--- src/verilog/asc_cfg.svh ---
`ifndef ASC_CFG_SVH
`define ASC_CFG_SVH
// register byte offsets
`define ASC_OFF_CTRL 8'h00
`define ASC_OFF_STAT 8'h04
`define ASC_OFF_WARN 8'h08
`define ASC_OFF_INPS 8'h0c
// control register fields
`define ASC_CTRL_FAULT 0
`define ASC_CTRL_HOLD 1
`define ASC_CTRL_HIRANGE 2
`define ASC_CTRL_DIAGNOSTIC 3
`define ASC_CTRL_CONC1 4
`define ASC_CTRL_CONC2 5
`define ASC_CTRL_AUTO 6
`define ASC_CTRL_WARN 7
`define ASC_CTRL_RST 8'h00
// debounce: 10 ms settle time, counted at 25 MHz
`define ASC_DEB_MS 10
`define ASC_CLK_KHZ 25000
`define ASC_DEB_CYC (`ASC_DEB_MS * `ASC_CLK_KHZ)
`define ASC_DEB_W 18
// unmapped read value
`define ASC_RD_ZERO 32'h0000_0000
`endif

--- src/verilog/asc_pkg.sv ---
package asc_pkg;
  typedef enum logic [3:0] {
    ASC_MEAS = 4'h1,
    ASC_CAL_ZERO = 4'h2,
    ASC_CAL_SPAN = 4'h4,
    ASC_DIAGNOSTIC = 4'h8
  } asc_mode_e;
  typedef logic [31:0] asc_word_t;
endpackage : asc_pkg

--- src/verilog/asc_status_io.sv ---
`timescale 1ns/10ps
`include "asc_cfg.svh"
// ****************************************************************
// analyzer status and control i/o
// ****************************************************************
module asc_status_io
  import asc_pkg::*;
#(
  parameter int unsigned DEB_CYC = `ASC_DEB_CYC
) (
  input wire logic clk,
  input wire logic arst_n,
  input wire logic wb_cyc_i,
  input wire logic wb_stb_i,
  input wire logic wb_we_i,
  input wire logic [7:0] wb_adr_i,
  input wire logic [3:0] wb_sel_i,
  input wire logic [31:0] wb_dat_i,
  output logic [31:0] wb_dat_o,
  output logic wb_ack_o,
  input wire logic mode_open,
  input wire logic spanzero_open,
  input wire logic range_open,
  input wire logic sensor_open,
  input wire logic clear_button,
  output logic st_health,
  output logic st_valid,
  output logic st_cal,
  output logic st_span,
  output logic st_range,
  output logic st_sensor_co2,
  output logic relay_health,
  output logic relay_conc1,
  output logic relay_conc2,
  output logic relay_range
);
  // ****************************************************************
  // contact inputs
  // ****************************************************************
  logic [3:0] raw_in;
  logic [3:0] clean_in;
  assign raw_in = {sensor_open, range_open, spanzero_open, mode_open};

  // one filter per contact input, none on clear_button; cheap next to the risk of chatter toggling modes
  for (genvar i = 0; i < 4; i++) begin : g_deb
    asc_debounce #(.DEB_CYC(DEB_CYC)) u_deb (
      .clk(clk),
      .arst_n(arst_n),
      .raw_in(raw_in[i]),
      .clean_out(clean_in[i])
    );
  end

  wire cal_req = clean_in[0];
  wire span_req = clean_in[1];
  wire range2_sel = clean_in[2];
  wire o2_sel = clean_in[3];

  // ****************************************************************
  // registers
  // ****************************************************************
  logic [7:0] ctrl_reg;
  logic warn_clr;
  logic [1:0] warn_reg;
  asc_mode_e mode_reg;
  asc_mode_e mode_next;
  logic [31:0] stat_word;
  logic [31:0] warn_word;
  logic [31:0] inps_word;

  asc_wb_regs u_regs (
    .clk(clk),
    .arst_n(arst_n),
    .wb_cyc_i(wb_cyc_i),
    .wb_stb_i(wb_stb_i),
    .wb_we_i(wb_we_i),
    .wb_adr_i(wb_adr_i),
    .wb_sel_i(wb_sel_i),
    .wb_dat_i(wb_dat_i),
    .wb_dat_o(wb_dat_o),
    .wb_ack_o(wb_ack_o),
    .stat_word(stat_word),
    .warn_word(warn_word),
    .inps_word(inps_word),
    .ctrl_reg(ctrl_reg),
    .warn_clr(warn_clr)
  );

  wire fault = ctrl_reg[`ASC_CTRL_FAULT];
  wire hold_off = ctrl_reg[`ASC_CTRL_HOLD];
  wire hi_range = ctrl_reg[`ASC_CTRL_HIRANGE];
  wire diagnostic_mode = ctrl_reg[`ASC_CTRL_DIAGNOSTIC];
  wire conc1_over = ctrl_reg[`ASC_CTRL_CONC1];
  wire conc2_over = ctrl_reg[`ASC_CTRL_CONC2];
  wire auto_range = ctrl_reg[`ASC_CTRL_AUTO];
  wire warn_ext = ctrl_reg[`ASC_CTRL_WARN];

  // ****************************************************************
  // mode machine
  // ****************************************************************
  // diagnostic overrides contacts; otherwise contacts pick the mode
  always_comb begin
    mode_next = ASC_MEAS;
    case (1'b1)
      diagnostic_mode: mode_next = ASC_DIAGNOSTIC;
      cal_req: mode_next = span_req ? ASC_CAL_SPAN : ASC_CAL_ZERO;
      default: mode_next = ASC_MEAS;
    endcase
  end

  always_ff @(posedge clk or negedge arst_n) begin
    if (!arst_n) mode_reg <= ASC_MEAS;
    else mode_reg <= mode_next;
  end

  wire in_cal = (mode_reg == ASC_CAL_ZERO) || (mode_reg == ASC_CAL_SPAN);

  // latched panel warnings; a new exceedance wins over a clear
  always_ff @(posedge clk or negedge arst_n) begin
    if (!arst_n) warn_reg <= 2'b00;
    else warn_reg <= ((warn_clr | clear_button) ? 2'b00 : warn_reg) | {conc2_over, conc1_over};
  end

  wire warning = (|warn_reg) | warn_ext;
  wire health_ok = ~fault & ~warning & ~diagnostic_mode;
  wire range_hi_act = hi_range; // dual or auto high range

  // ****************************************************************
  // outputs (flopped)
  // ****************************************************************
  always_ff @(posedge clk or negedge arst_n) begin
    if (!arst_n) begin
      st_health <= 1'b0;
      st_valid <= 1'b0;
      st_cal <= 1'b0;
      st_span <= 1'b0;
      st_range <= 1'b0;
      st_sensor_co2 <= 1'b0;
      relay_health <= 1'b0;
      relay_conc1 <= 1'b0;
      relay_conc2 <= 1'b0;
      relay_range <= 1'b0;
    end else begin
      st_health <= ~fault;
      st_valid <= ~fault & ~hold_off & ~in_cal & (mode_reg == ASC_MEAS);
      st_cal <= in_cal;
      st_span <= (mode_reg == ASC_CAL_SPAN);
      st_range <= range_hi_act;
      st_sensor_co2 <= in_cal & ~o2_sel;
      // energized coil = healthy; de-energized on fault or power loss
      relay_health <= health_ok;
      relay_conc1 <= conc1_over;
      relay_conc2 <= conc2_over;
      relay_range <= range_hi_act & auto_range;
    end
  end

  assign stat_word = {24'h000000, mode_reg, warning, health_ok, range2_sel, o2_sel};
  assign warn_word = {30'h0, warn_reg};
  assign inps_word = {28'h0000000, clean_in};

  // cycles the raw mode contact has held one level; saturates so it never wraps
  logic raw_last_reg;
  logic [`ASC_DEB_W-1:0] raw_hold_reg;
  always_ff @(posedge clk or negedge arst_n) begin
    if (!arst_n) begin
      raw_last_reg <= 1'b1;
      raw_hold_reg <= '0;
    end else begin
      raw_last_reg <= raw_in[0];
      if (raw_in[0] != raw_last_reg) begin
        raw_hold_reg <= '0;
      end else if (!(&raw_hold_reg)) begin
        raw_hold_reg <= raw_hold_reg + `ASC_DEB_W'(1);
      end
    end
  end
endmodule : asc_status_io

--- src/verilog/asc_debounce.sv ---
`timescale 1ns/10ps
`include "asc_cfg.svh"
// two-flop synchroniser and settle-time filter for one contact input
module asc_debounce #(
  parameter int unsigned DEB_CYC = `ASC_DEB_CYC
) (
  input wire logic clk,
  input wire logic arst_n,
  input wire logic raw_in,
  output logic clean_out
);
  logic sync1_reg;
  logic sync2_reg;
  logic [`ASC_DEB_W-1:0] cnt_reg;
  wire differs = (sync2_reg != clean_out);
  wire settled = (cnt_reg >= `ASC_DEB_W'(DEB_CYC - 1));

  // first flop feeds only the second
  always_ff @(posedge clk or negedge arst_n) begin
    if (!arst_n) begin
      sync1_reg <= 1'b1;
      sync2_reg <= 1'b1;
    end else begin
      sync1_reg <= raw_in;
      sync2_reg <= sync1_reg;
    end
  end

  // output follows only after the input has held the new level long enough
  always_ff @(posedge clk or negedge arst_n) begin
    if (!arst_n) begin
      cnt_reg <= '0;
      clean_out <= 1'b1;
    end else if (!differs) begin
      cnt_reg <= '0;
    end else if (settled) begin
      cnt_reg <= '0;
      clean_out <= sync2_reg;
    end else begin
      cnt_reg <= cnt_reg + `ASC_DEB_W'(1);
    end
  end
endmodule : asc_debounce

--- src/verilog/asc_wb_regs.sv ---
`timescale 1ns/10ps
`include "asc_cfg.svh"
// classic wishbone slave: one-cycle ack, control write, status reads
module asc_wb_regs
  import asc_pkg::*;
(
  input wire logic clk,
  input wire logic arst_n,
  input wire logic wb_cyc_i,
  input wire logic wb_stb_i,
  input wire logic wb_we_i,
  input wire logic [7:0] wb_adr_i,
  input wire logic [3:0] wb_sel_i,
  input wire logic [31:0] wb_dat_i,
  output logic [31:0] wb_dat_o,
  output logic wb_ack_o,
  input wire logic [31:0] stat_word,
  input wire logic [31:0] warn_word,
  input wire logic [31:0] inps_word,
  output logic [7:0] ctrl_reg,
  output logic warn_clr
);
  wire req = wb_cyc_i & wb_stb_i & ~wb_ack_o;
  wire wr_ctrl = req & wb_we_i & wb_sel_i[0] & (wb_adr_i == `ASC_OFF_CTRL);
  wire wr_warn = req & wb_we_i & wb_sel_i[0] & (wb_adr_i == `ASC_OFF_WARN);
  asc_word_t rd_mux;
  assign rd_mux = (wb_adr_i == `ASC_OFF_CTRL) ? {24'h000000, ctrl_reg} :
                  (wb_adr_i == `ASC_OFF_STAT) ? stat_word :
                  (wb_adr_i == `ASC_OFF_WARN) ? warn_word :
                  (wb_adr_i == `ASC_OFF_INPS) ? inps_word : `ASC_RD_ZERO;
  // clear pulse for latched warnings on any low-lane write to the warning register, whatever the data
  assign warn_clr = wr_warn;

  // unmapped addresses still ack, reading zero, writes dropped
  always_ff @(posedge clk or negedge arst_n) begin
    if (!arst_n) begin
      wb_ack_o <= 1'b0;
      wb_dat_o <= '0;
      ctrl_reg <= `ASC_CTRL_RST;
    end else begin
      wb_ack_o <= req;
      if (req) wb_dat_o <= rd_mux;
      if (wr_ctrl) ctrl_reg <= wb_dat_i[7:0];
    end
  end
endmodule : asc_wb_regs

--- config.mk ---
export PLATFORM = sky130hd
export DESIGN_NAME = asc_status_io
export DESIGN_NICKNAME = d
export VERILOG_FILES = /design/src/verilog/asc_pkg.sv /design/src/verilog/asc_status_io.sv /design/src/verilog/asc_debounce.sv /design/src/verilog/asc_wb_regs.sv
export VERILOG_INCLUDE_DIRS = /design/src /design/src/verilog
export SDC_FILE = /design/constraint.sdc
export NUM_CORES = 1
export LEC_CHECK = 0
export BUFFER_PORTS_ARGS = -buffer_cell sky130_fd_sc_hd__buf_2
export CAP_MARGIN = 15
export CORE_UTILIZATION = 35
export CTS_BUF_LIST = sky130_fd_sc_hd__clkbuf_4
export DETAILED_ROUTE_END_ITERATION = 12
export PLACE_DENSITY_LB_ADDON = 0.25
export SYNTH_ARGS = -nofsm -noshare
export SYNTH_HDL_FRONTEND = slang
export SYNTH_SLANG_ARGS = --single-unit
--- constraint.sdc ---
create_clock -name clk -period 1.9 [get_ports clk]
set_input_delay 0.38 -clock clk [delete_from_list [all_inputs] [get_ports clk]]
set_output_delay 0.38 -clock clk [all_outputs]
set_load 0.02 [all_outputs]
# [After elaboration in Yosys (flattened, before gate mapping)]
# Index checks and enable logic that the tools add are counted.
[totals] word_cells=95 register_bits=141 inputBits=54 out_inout_bits=43
[classes] reduce_logical=7 n_addsub=4 magnitude_cmp=4 eq_ne=10 n_bitwise=23 mux=16
[op_table] operator="2-to-1 mux 18 bit" count=8
[op_table] operator="2-to-1 mux 32 bit" count=3
[op_table] operator="adder 18 x 1 -> 18 bit, second input constant" count=4
[op_table] operator="greater-or-equal comparator 18 bit, second input constant" count=4
[op_table] operator="equality test 8 x 4 -> 1 bit, second input constant" count=2
[op_table] operator="AND 1 bit" count=13
[op_table] operator="equality test 8 x 3 -> 1 bit, second input constant" count=1
[op_table] operator="zero test 8 bit" count=1
[op_table] operator="2-to-1 mux 4 bit" count=2
[op_table] operator="AND reduction 2 bit" count=4
[op_table] operator="inverter 1 bit" count=7
[op_table] operator="2-to-1 mux 3 bit" count=2
[op_table] operator="equality test 4 x 1 -> 1 bit, second input constant" count=1
[op_table] operator="equality test 4 x 2 -> 1 bit, second input constant" count=1
[op_table] operator="equality test 4 x 3 -> 1 bit, second input constant" count=1
[op_table] operator="inequality test 1 bit" count=4
[op_table] operator="2-to-1 mux 2 bit" count=1
[op_table] operator="OR 1 bit" count=2
[op_table] operator="OR 2 bit" count=1
[op_table] operator="OR reduction 2 bit" count=1
[op_table] operator="logical OR 1 bit" count=1

# [Logic depth before layout (Yosys ltp)]
# Gate-level depths: netlist of run 1.
[depth] ltp_word=8 ltp_mapped=6

# [Modules after synthesis]
# From an unflattened synthesis of run 1, not the netlist that was laid out.
[unflattened] hier_cells=662 hier_area_um2=7458.4
[modules_own_cells] mod="asc_debounce" instances=4 seq_area_each_um2=529.3 area_each_um2=1049.8 cells_per_inst=101
[modules_own_cells] mod="asc_wb_regs" instances=1 seq_area_each_um2=1026.0 area_each_um2=2745.1 cells_per_inst=225
[modules_own_cells] mod="asc_status_io" instances=1 seq_area_each_um2=401.6 area_each_um2=514.2 cells_per_inst=33

# [Worst setup path before layout of run 1]
# Ideal clock, no wire load.
[synth_path] kind="input-to-reg" start="input wb_adr_i[5]" end="register u_regs.ctrl_reg[0]" stages=4 setup_time_ns=0.125 required_ns=1.775 path_slack_ns=-0.284 path_buffers=0 arrival_time_ns=2.059 cell_sequence="or4_4 > or4_4 > nor3_4 > mux2_2"
[synth_between] elab_chain_len=2
[synth_rtl] item="start: declaration" line_no="asc_status_io.sv:16" text="input wire logic [7:0] wb_adr_i,"
[synth_rtl] item="zero test 8 bit (no source line)"
[synth_rtl] item="AND 1 bit" line_no="asc_wb_regs.sv:24" text="wire wr_ctrl = req & wb_we_i & wb_sel_i[0] & (wb_adr_i == `ASC_OFF_CTRL);"
[synth_rtl] item="end signal: assignment" line_no="asc_wb_regs.sv:39" text="ctrl_reg <= `ASC_CTRL_RST;"
[synth_rtl] item="end signal: assignment" line_no="asc_wb_regs.sv:43" text="if (wr_ctrl) ctrl_reg <= wb_dat_i[7:0];"
[synth_rtl] item="end: declaration" line_no="asc_wb_regs.sv:20" text="output logic [7:0] ctrl_reg,"
# No other way between the ends.
# A chain may end at the register's enable or synchronous reset.

# [Worst setup path after layout of run 1]
[layout_path] start="register u_regs.wb_ack_o" end="register u_regs.ctrl_reg[2]"
[layout_between] elab_chain_len=5
[layout_rtl] item="start: declaration" line_no="asc_wb_regs.sv:16" text="output logic wb_ack_o,"
[layout_rtl] item="start signal: assignment" line_no="asc_wb_regs.sv:41" text="wb_ack_o <= req;"
[layout_rtl] item="inverter 1 bit" line_no="asc_wb_regs.sv:23" text="wire req = wb_cyc_i & wb_stb_i & ~wb_ack_o;"
[layout_rtl] item="AND 1 bit" line_no="asc_wb_regs.sv:23"
[layout_rtl] item="AND 1 bit (3 in a row)" line_no="asc_wb_regs.sv:24"
# No other way between the ends.

==> results.cfg, run 1 <==
[status]
status = finished clean

[sta]
rsz0062_at_grt = no
fin_crit_ps = 1788
skew_ps = 14.88
hold_viol_final = 0
setup_violations = 0
fmax_mhz = 559.3
period_share = 0.9410
fin_ws_ps = 112.0
slew_violations = 0

[placement]
finalWeightedCongestion = 0.8128
dp_hpwl_um = 7629
dp.cells = 793
io_buffer_count = 45
post-place-ws_ps = -405.1

[layout]
syn_to_final_growth_pct = 15.50
multi_input_area_sq_um = 2364
fillers = 1485
fin_nets = 664
layout_common_cells = 104 x dfrtp_1, 78 x nor2_1, 44 x buf_2
final_cells = 831
drive_above_1_share = 0.2100
largest_reg_flops = 72
post-route-util = 0.4161
final_common_cell = dfrtp_1
seq_area_sq_um = 2944

[synthesis]
syn_area_sq_um = 5497
synth_top_family_by_area = simple AND/OR/NAND/NOR gates
yosysSeqAreaShare = 0.5356
synth_compound_gate_area_share = 0.06260
ys_types = 46
synth_edf_count = 0
synthAdderAreaFrac = 0.009105
synth-warning-count = 0
synth-simple-area-share = 0.2112
yosysTopAreaCellShare = 0.4735
synthXorXnorAreaFrac = 0.08764
synthMuxAreaShare = 0.04188
synthCells = 526
ys_ff_latch = 117
synth_area_leaders = dfrtp_1 47%, dfstp_2 6.2%, xnor2_1 5.7%
synth_ff_type = dfrtp_1
syn_avg_cell_area_sq_um = 10.45
async_flop_share = 1.000
yosysTopAreaCell = dfrtp_1

[job]
max_cap_viol_count = 0

[power]
clockPowerShare = 0.352
power_frac_seq = 0.588
switching_power_w = 0.001096
power_frac_comb = 0.060
sw_frac_of_total = 0.2515
design_power_total_w = 0.004360
peakVddDrop_mv = 0.3254
power_density_nw_per_um2 = 686.7
p_int_w = 0.003263
p_leak_nw = 2.823

[global_route]
grt_first_pass_wirelength_um = 17640
grt_use_total = 0.1390
antenna_found_initial = 1
grt_max_degree = 33
grtUsageMet1 = 0.1694
grt_pass1_vias = 3849
overflow = 0
met2_usage = 0.2285
busiest_layer = met2
grt_util_met3 = 0.04481

[route]
wl_per_cell_um = 12.69
postRouteWirelength_um = 10540
drc = 0
first_pass_iters = 5
drt_iter0_drc = 162
final_antenna_net_count = 0
vias_per_cell = 4.798
via_count = 3987

[clocking]
cts.sinks = 117
cts_setup_buffers = 0
cts_buffer_depth = 2
cts_buffers = 17
cts_tree = yes
cts_max_level = 4
ctsRootBufferMaster = clkbuf_4
path_clk_slew_ps = 100
clk_latency_ps = 510

[floorplanning]
die_height_um = 127.3
rows = 45
initial_core_util = 0.3602
ios = 97
die_w_um = 127.3
coreArea_sq_um = 15260
die_area_sq_um = 16210

[setup_path]
crit_fanout = 8
critical_path_required_ps = 2290
critPathLaunchType = register
cp-end-kind = register
arrival_ps = 2180
slowest_delay_ps = 460
criticalPathCategory = reg2reg
crit_path_top_delay_cell = or4_4
cp_cell_sequence = nand3b_1 -> or4_4 -> nor3_4 -> buf_12 -> mux2_2

[worst_hold_path]
hold_class = in2reg
cells by family after synthesis:
| logic type | Yosys count |
|---|---|
| buffers and inverters | 50 |
| multiplexers | 19 |
| XOR/XNOR | 55 |
| other | 1 |
| AND/OR/NAND/NOR | 226 |
| AO/OA/AOI/OAI | 54 |
| adder cells (fa/ha/maj) | 4 |
| flip-flops | 117 |
metal layers:
| metal | share of wire | wire (um) |
|---|---|---|
| met2 | 0.47 | 4998 |
| met5 | 0 | 0 |
| met1 | 0.47 | 5004 |
| met3 | 0.041 | 431 |
| met4 | 0.010 | 110 |
per-stage QoR:
step | hold WS [ps] | TNS [ps] | instance area [sq um]
after floorplan | 84.41 | -2272 | 5583
after global placement | 303.2 | -3132 | 6056
after detailed placement | 300.3 | -3349 | 6056
after CTS | 45.53 | 0 | 6340
after global routing | 31.25 | 0 | 6349
final | 104.0 | 0 | 6349
layout make-up:
cell class,count,share of cell area
timing repair buffer,72,0.07568
inverter,16,0.009460
tap,211,0.04158
clock buffer,19,0.02247
antenna,1,0.0003942
multi-input combinational,382,0.3723
clock inverter,13,0.01439
sequential,117,0.4637
worst max-delay path: cells and delay by family, from the launching register on:
| kind | cells | cell delay, ps |
|---|---|---|
| buffers and inverters | 1 | 150 |
| DFF | 1 | 380 |
| muxes | 1 | 320 |
| and+or+nand+nor | 3 | 820 |
repair_timing:
action                     in CTS  in global routing
setup endpoints to repair       0                  1
hold endpoints to repair       23                  0
gates resized for setup         0                  1
hold buffers                    5                  0
cell usage after synthesis, types with 13 or more instances:
cell type and instances:
dfstp_2 13, nand4_1 21, nand3_1 30, dfrtp_1 104
xnor2_1 36, inv_1 16, o21ai_0 16, nor3_1 18
buf_4 25, nor2_1 78, xor2_1 19, nand2_1 21
final timing paths:
kind | start | cells past startpoint | end | slack (ps)
max in group asynchronous | arst_n | 3 | g_deb[3].u_deb.sync1_reg$_DFF_PN1_ | 1020
setup / recovery | u_regs.wb_ack_o$_DFF_PN0_ | 5 | u_regs.ctrl_reg[2]$_DFFE_PN0P_ | 110
hold / removal | wb_dat_i[7] | 2 | u_regs.ctrl_reg[7]$_DFFE_PN0P_ | 100
hold reg to reg | g_deb[1].u_deb.sync1_reg$_DFF_PN1_ | 0 | g_deb[1].u_deb.sync2_reg$_DFF_PN1_ | 360
min in group asynchronous | arst_n | 2 | u_regs.wb_dat_o[7]$_DFFE_PN0N_ | 300
setup reg to reg | u_regs.wb_ack_o$_DFF_PN0_ | 5 | u_regs.ctrl_reg[2]$_DFFE_PN0P_ | 110
power groups by stage:
stage          Clock (W)  Sequential (W)  Combinational, W
2_1_floorplan          0         0.00261          0.000165
3_3_place_gp           0         0.00261          0.000254
3_5_place_dp           0         0.00261          0.000260
4_1_cts          0.00162         0.00256          0.000270
5_1_grt          0.00173         0.00257          0.000299
6_report         0.00153         0.00256          0.000263
(Power assumes the default switching activity.)
==> run 2: changes to the inputs <==
--- a/config.mk
+++ b/config.mk
@@ -6,6 +6,7 @@
 export SDC_FILE = /design/constraint.sdc
 export NUM_CORES = 1
 export LEC_CHECK = 0
+export ABC_AREA = 1
 export BUFFER_PORTS_ARGS = -buffer_cell sky130_fd_sc_hd__buf_2
 export CAP_MARGIN = 15
 export CORE_UTILIZATION = 35
==> run 2 against run 1 <==
Effect of this change:
- clock-buffer cell count unchanged
- largest power group unchanged
- critical path depth rose by 4
- via count increased by 24%
- clock power rose by 20%
- register-to-register slack improved by 190 ps
- worst hold slack worse by 13 ps
- combinational power is 27% higher
- global-route usage is 1.7 points higher
- non-clock buffer count down 15
- critical endpoint is now g_deb[2].u_deb.cnt_reg[14]$_DFF_PN0_
==> results.cfg, run 2 <==
[status]
status = finished clean

[floorplanning]
die_height_um = 136.2
initial_core_util = 0.3620
rows = 48
coreArea_sq_um = 17420
die_area_sq_um = 18550
ios = 97
die_w_um = 136.2

[synthesis]
synth_common_cells = 197 x nand2_1, 185 x nor2_1, 104 x dfrtp_1
synth_top_family_by_area = simple AND/OR/NAND/NOR gates
synth_compound_gate_area_share = 0.02639
synthCells = 817
yosysMostFrequentCell = nand2_1
synthMuxAreaShare = 0
ys_types = 28
synth_edf_count = 0
async_flop_share = 1.000
synth_area_leaders = dfrtp_1 41%, nand2_1 12%, nor2_1 11%
synth-warning-count = 0
ys_ff_latch = 117
syn_avg_cell_area_sq_um = 7.717
yosysTopAreaCellShare = 0.4128
synthXorXnorAreaFrac = 0.06450
synth_ff_type = dfrtp_1
synthAdderAreaFrac = 0.007938
yosysSeqAreaShare = 0.4670
synth-simple-area-share = 0.3437
syn_area_sq_um = 6305
yosysTopAreaCell = dfrtp_1

[power]
p_leak_nw = 3.268
peakVddDrop_mv = 0.4378
power_density_nw_per_um2 = 672.1

[layout]
syn_to_final_growth_pct = 12.36
layout_common_cells = 197 x nand2_1, 185 x nor2_1, 104 x dfrtp_1
final_common_cell = nand2_1
largest_reg_flops = 72
fin_nets = 943
fin_area_sq_um = 7084
drive_above_1_share = 0.1381

[route]
drc = 0
wl_per_cell_um = 11.81
final_antenna_net_count = 0
first_pass_iters = 6
vias_per_cell = 4.407
drt_iter0_drc = 299
via_count = 4953
postRouteWirelength_um = 13270

[global_route]
grt_first_pass_wirelength_um = 22060
grt_use_total = 0.1556
overflow = 0
grt_max_degree = 28
antenna_found_initial = 1
grt_pass1_vias = 4649

[placement]
placed_area_sq_um = 6750
dp_hpwl_um = 10230
post-place-ws_ps = 207.3
io_buffer_count = 45
finalWeightedCongestion = 0.8393

[sta]
skew_ps = 11.79
fmax_mhz = 624.6
hold_viol_final = 0
fin_crit_ps = 1601
setup_tns_ps = 0
fin_ws_ps = 298.9
setup_violations = 0
rsz0062_at_grt = no
slew_violations = 0
period_share = 0.8427

[worst_hold_path]
hp-start = wb_dat_i[6]
hold_path_end = u_regs.ctrl_reg[6]$_DFFE_PN0P_
hold_class = in2reg
holdPathStages = 3

[clocking]
cts_buffer_depth = 2
path_clk_slew_ps = 110
cts_resized = 0
ctsRootBufferMaster = clkbuf_4
cts_tree = yes
cts_max_level = 4
clk_latency_ps = 530
cts.sinks = 117
cts_buffers = 17

[job]
max_cap_viol_count = 0

[setup_path]
r2r_end = g_deb[2].u_deb.cnt_reg[14]$_DFF_PN0_
critPathLaunchType = register
cp-end-kind = register
arrival_ps = 2050
reg2reg_slack_ps = 300
criticalPathCategory = reg2reg
critical_path_required_ps = 2350
crit_fanout = 5
r2r_cells = 9
rr_startpoint = g_deb[2].u_deb.cnt_reg[0]$_DFF_PN0_
==> run 2: changes by cell type after synthesis, sizes merged, moves of 10 or more <==
cell,delta
inv,+71
nor3,-15
nand2,+178
nor4,-11
nand3,+40
or3,-12
o211ai,-10
and3,-10
xnor2,-21
nor2,+127
mux2,-12
==> run 2: worst max path at each step <==
stage	from	end	depth (start not counted)
final	g_deb[2].u_deb.cnt_reg[0]$_DFF_PN0_	g_deb[2].u_deb.cnt_reg[14]$_DFF_PN0_	9
after global routing	g_deb[2].u_deb.cnt_reg[0]$_DFF_PN0_	g_deb[2].u_deb.cnt_reg[14]$_DFF_PN0_	8
after CTS	g_deb[0].u_deb.cnt_reg[0]$_DFF_PN0_	g_deb[0].u_deb.cnt_reg[14]$_DFF_PN0_	9
after detailed placement	wb_adr_i[1]	u_regs.ctrl_reg[7]$_DFFE_PN0P_	7
after global placement	wb_adr_i[1]	u_regs.ctrl_reg[0]$_DFFE_PN0P_	7
after floorplan	g_deb[0].u_deb.cnt_reg[0]$_DFF_PN0_	g_deb[0].u_deb.cnt_reg[6]$_DFF_PN0_	7
==> run 2: area by class of cell <==
type / count / area [sq um]
Multi-Input combinational cell: 605 / 2880
Fill cell: 1814 / 10330
Antenna cell: 1 / 2.502
Clock inverter: 13 / 138.9
Sequential cell: 117 / 2944
Timing Repair Buffer: 57 / 367.9
Tap cell: 225 / 281.5
Inverter: 87 / 326.6
Clock buffer: 19 / 142.6
==> run 2: kinds of logic after synthesis <==
kind of cell / count (synthesis)
flip-flops: 117
other: 1
adder cells (fa/ha/maj): 4
buffers and inverters: 118
XOR/XNOR: 43
AO/OA/AOI/OAI: 33
AND/OR/NAND/NOR: 501
==> run 2: repair_timing <==
item                      4_1_cts  5_1_grt
hold endpoints to repair       18        0
hold buffers                    5        0
buffers inserted                0        0
==> run 2: report_power, final <==
| part | internal (W) | leakage [nW] | switching [W] | total (W) |
|---|---|---|---|---|
| clock | 0.000912 | 0.150 | 0.000926 | 0.00184 |
| combinational | 0.000105 | 1.59 | 0.000228 | 0.000333 |
| sequential | 0.00255 | 1.52 | 0.0000435 | 0.00259 |
==> run 2: per-stage QoR <==
| step | hold WS (ps) | std cells | power [W] | utilization |
|---|---|---|---|---|
| 2_1_floorplan | 84.41 | 840 | 0.002855 | - |
| 4_1_cts | 55.66 | 1123 | 0.004836 | 0.4066 |
| 5_1_grt | 29.96 | 1124 | 0.005001 | 0.4068 |
| 3_5_place_dp | 312.3 | 1086 | 0.002974 | 0.3876 |
| 6_report | 91.52 | 1124 | 0.004761 | 0.4068 |
| 3_3_place_gp | 315.0 | 1086 | 0.002973 | 0.3876 |
==> run 2: critical path, stage by stage, from the launching register on <==
cell,delay [ps]
dfrtp_1,430
ha_1,270
inv_1,100
nor2_2,170
nand2_1,90
nor2_1,190
nand2_1,80
nand2_1,60
nand2_1,50
nor2_1,90
==> run 2: metal layers <==
metal  GRT usage  wire length (um)  up-vias
met5           0                 0        -
met4     0.03580               105        0
met3     0.04474               535       11
met2      0.2513              6236       68
met1      0.2050              6392     2247
li1            -                 -     2627
==> run 3: changes to the inputs <==
==> constraint.sdc (replaced) <==
create_clock -name clk -period 1.55 [get_ports clk]
set_input_delay 0.31 -clock clk [delete_from_list [all_inputs] [get_ports clk]]
set_output_delay 0.31 -clock clk [all_outputs]
set_load 0.02 [all_outputs]
==> run 3 against run 2 <==
Effect of this change:
- critical endpoint is now wb_dat_o[3]
- non-clock buffer count up 36
- utilization up 2.4 points
- routed wire length up 6.8%
- first-iteration DRC count down 16%
- design area up 5.8%
- clock power up 17%
- cell count up 3.3%
- combinational power up 44%
- setup slack worse by 190 ps
==> results.cfg, run 3 (synthesized netlist as in run 2, its figures left out) <==
[status]
status = finished clean

[layout]
fin_nets = 981
layout_common_cells = 193 x nand2_1, 178 x nor2_1, 104 x dfrtp_1
drive_above_1_share = 0.1870
multi_input_area_sq_um = 2998
post-route-util = 0.4305
final_common_cell = nand2_1
n_antenna_cell = 0
seq_area_sq_um = 2944
syn_to_final_growth_pct = 18.93
fillers = 1814
largest_reg_flops = 72

[global_route]
grt_max_degree = 26
grt_first_pass_wirelength_um = 23130
antenna_found_initial = 0
grt_pass1_vias = 4981
grt_use_total = 0.1627
overflow = 0

[job]
max_cap_viol_count = 0

[setup_path]
cp-end-kind = primary output
crit_path_top_delay_cell = dfrtp_1
critical_path_required_ps = 1240
cpLargestDelayFamily = flip-flops
cp_num_buf_inv = 1
critPathLaunchType = register
crit_fanout = 2
criticalPathCategory = reg2out
cp_cell_sequence = buf_2
slowest_delay_ps = 430
arrival_ps = 1130

[route]
drt_iter0_drc = 251
via_count = 5226
wl_per_cell_um = 12.21
first_pass_iters = 6
drc = 0
postRouteWirelength_um = 14170
vias_per_cell = 4.501
final_antenna_net_count = 0

[sta]
hold_viol_final = 0
skew_ps = 16.06
setup_violations = 0
fin_crit_ps = 1440
period_share = 0.9291
fmax_mhz = 694.4
slew_violations = 0

[placement]
finalWeightedCongestion = 0.8240
dp_hpwl_um = 10750
io_buffer_count = 45

[clocking]
cts_buffers = 17
cts_setup_buffers = 0
cts_tree = yes
ctsRootBufferMaster = clkbuf_4
cts_max_level = 4
clk_latency_ps = 540
path_clk_slew_ps = 110
cts_buffer_depth = 2
cts.sinks = 117

[worst_hold_path]
hold_class = in2reg

[power]
peakVddDrop_mv = 0.5665
power_density_nw_per_um2 = 775.5
design_power_total_w = 0.005815
p_leak_nw = 3.482

[floorplanning]
die_height_um = 136.2
initial_core_util = 0.3620
die_area_sq_um = 18550
die_w_um = 136.2
ios = 97
rows = 48
coreArea_sq_um = 17420
## run 3: per-layer routing
layer	wire, um	vias up	share of wire	global-route usage
li1	-	2702	-	-
met1	6704	2431	0.47	0.2056
met2	6808	72	0.48	0.2738
met3	481	21	0.034	0.04251
met4	179	0	0.013	0.04259
met5	0	-	0	0
## run 3: layout make-up
| class | instances | share of cell area |
|---|---|---|
| well taps | 225 | 0.03754 |
| flip-flops and latches | 117 | 0.3926 |
| clock buffers | 18 | 0.01802 |
| clock inverters | 14 | 0.01835 |
| inverters | 87 | 0.04355 |
| repair buffers | 93 | 0.09011 |
| multi-input cells | 607 | 0.3998 |
## run 3: where the power goes
group          switching (W)  leakage (nW)  internal (W)
combinational       0.000305          1.81      0.000174
clock                0.00121         0.145      0.000957
sequential         0.0000482          1.52       0.00312
## run 3: stage by stage
stage	instances	setup WS (ps)	area (sq um)	TNS [ps]	hold WS [ps]
finish	1161	109.9	7498	0	34.66
floorplan	840	189.9	6391	0	14.41
CTS	1159	11.69	7383	0	3.199
global route	1161	-12.82	7498	-18.55	11.16
global placement	1117	-12.32	7008	-40.42	198.0
detailed placement	1117	-40.92	7008	-130.2	193.1
## run 3: timing repair
action                                  4_1_cts  5_1_grt
hold buffers                                 10        0
cloned                                        0        2
endpoints found under the hold margin       114        0
endpoints found under the setup margin        2       47
gates resized for setup                       1       22
pin swaps                                     0        2
## run 3: path summary, 6_finish.rpt
path | cells past startpoint | startpoint | end | slack (ps)
max in group asynchronous | 3 | arst_n | g_deb[2].u_deb.sync1_reg$_DFF_PN1_ | 810
max | 1 | u_regs.wb_dat_o[3]$_DFFE_PN0N_ | wb_dat_o[3] | 110
min in group asynchronous | 2 | arst_n | g_deb[2].u_deb.cnt_reg[3]$_DFF_PN0_ | 180
min reg2reg | 0 | g_deb[2].u_deb.sync1_reg$_DFF_PN1_ | g_deb[2].u_deb.sync2_reg$_DFF_PN1_ | 360
max reg2reg | 7 | g_deb[0].u_deb.cnt_reg[11]$_DFF_PN0_ | g_deb[0].u_deb.cnt_reg[3]$_DFF_PN0_ | 110
min | 3 | wb_dat_i[7] | u_regs.ctrl_reg[7]$_DFFE_PN0P_ | 30
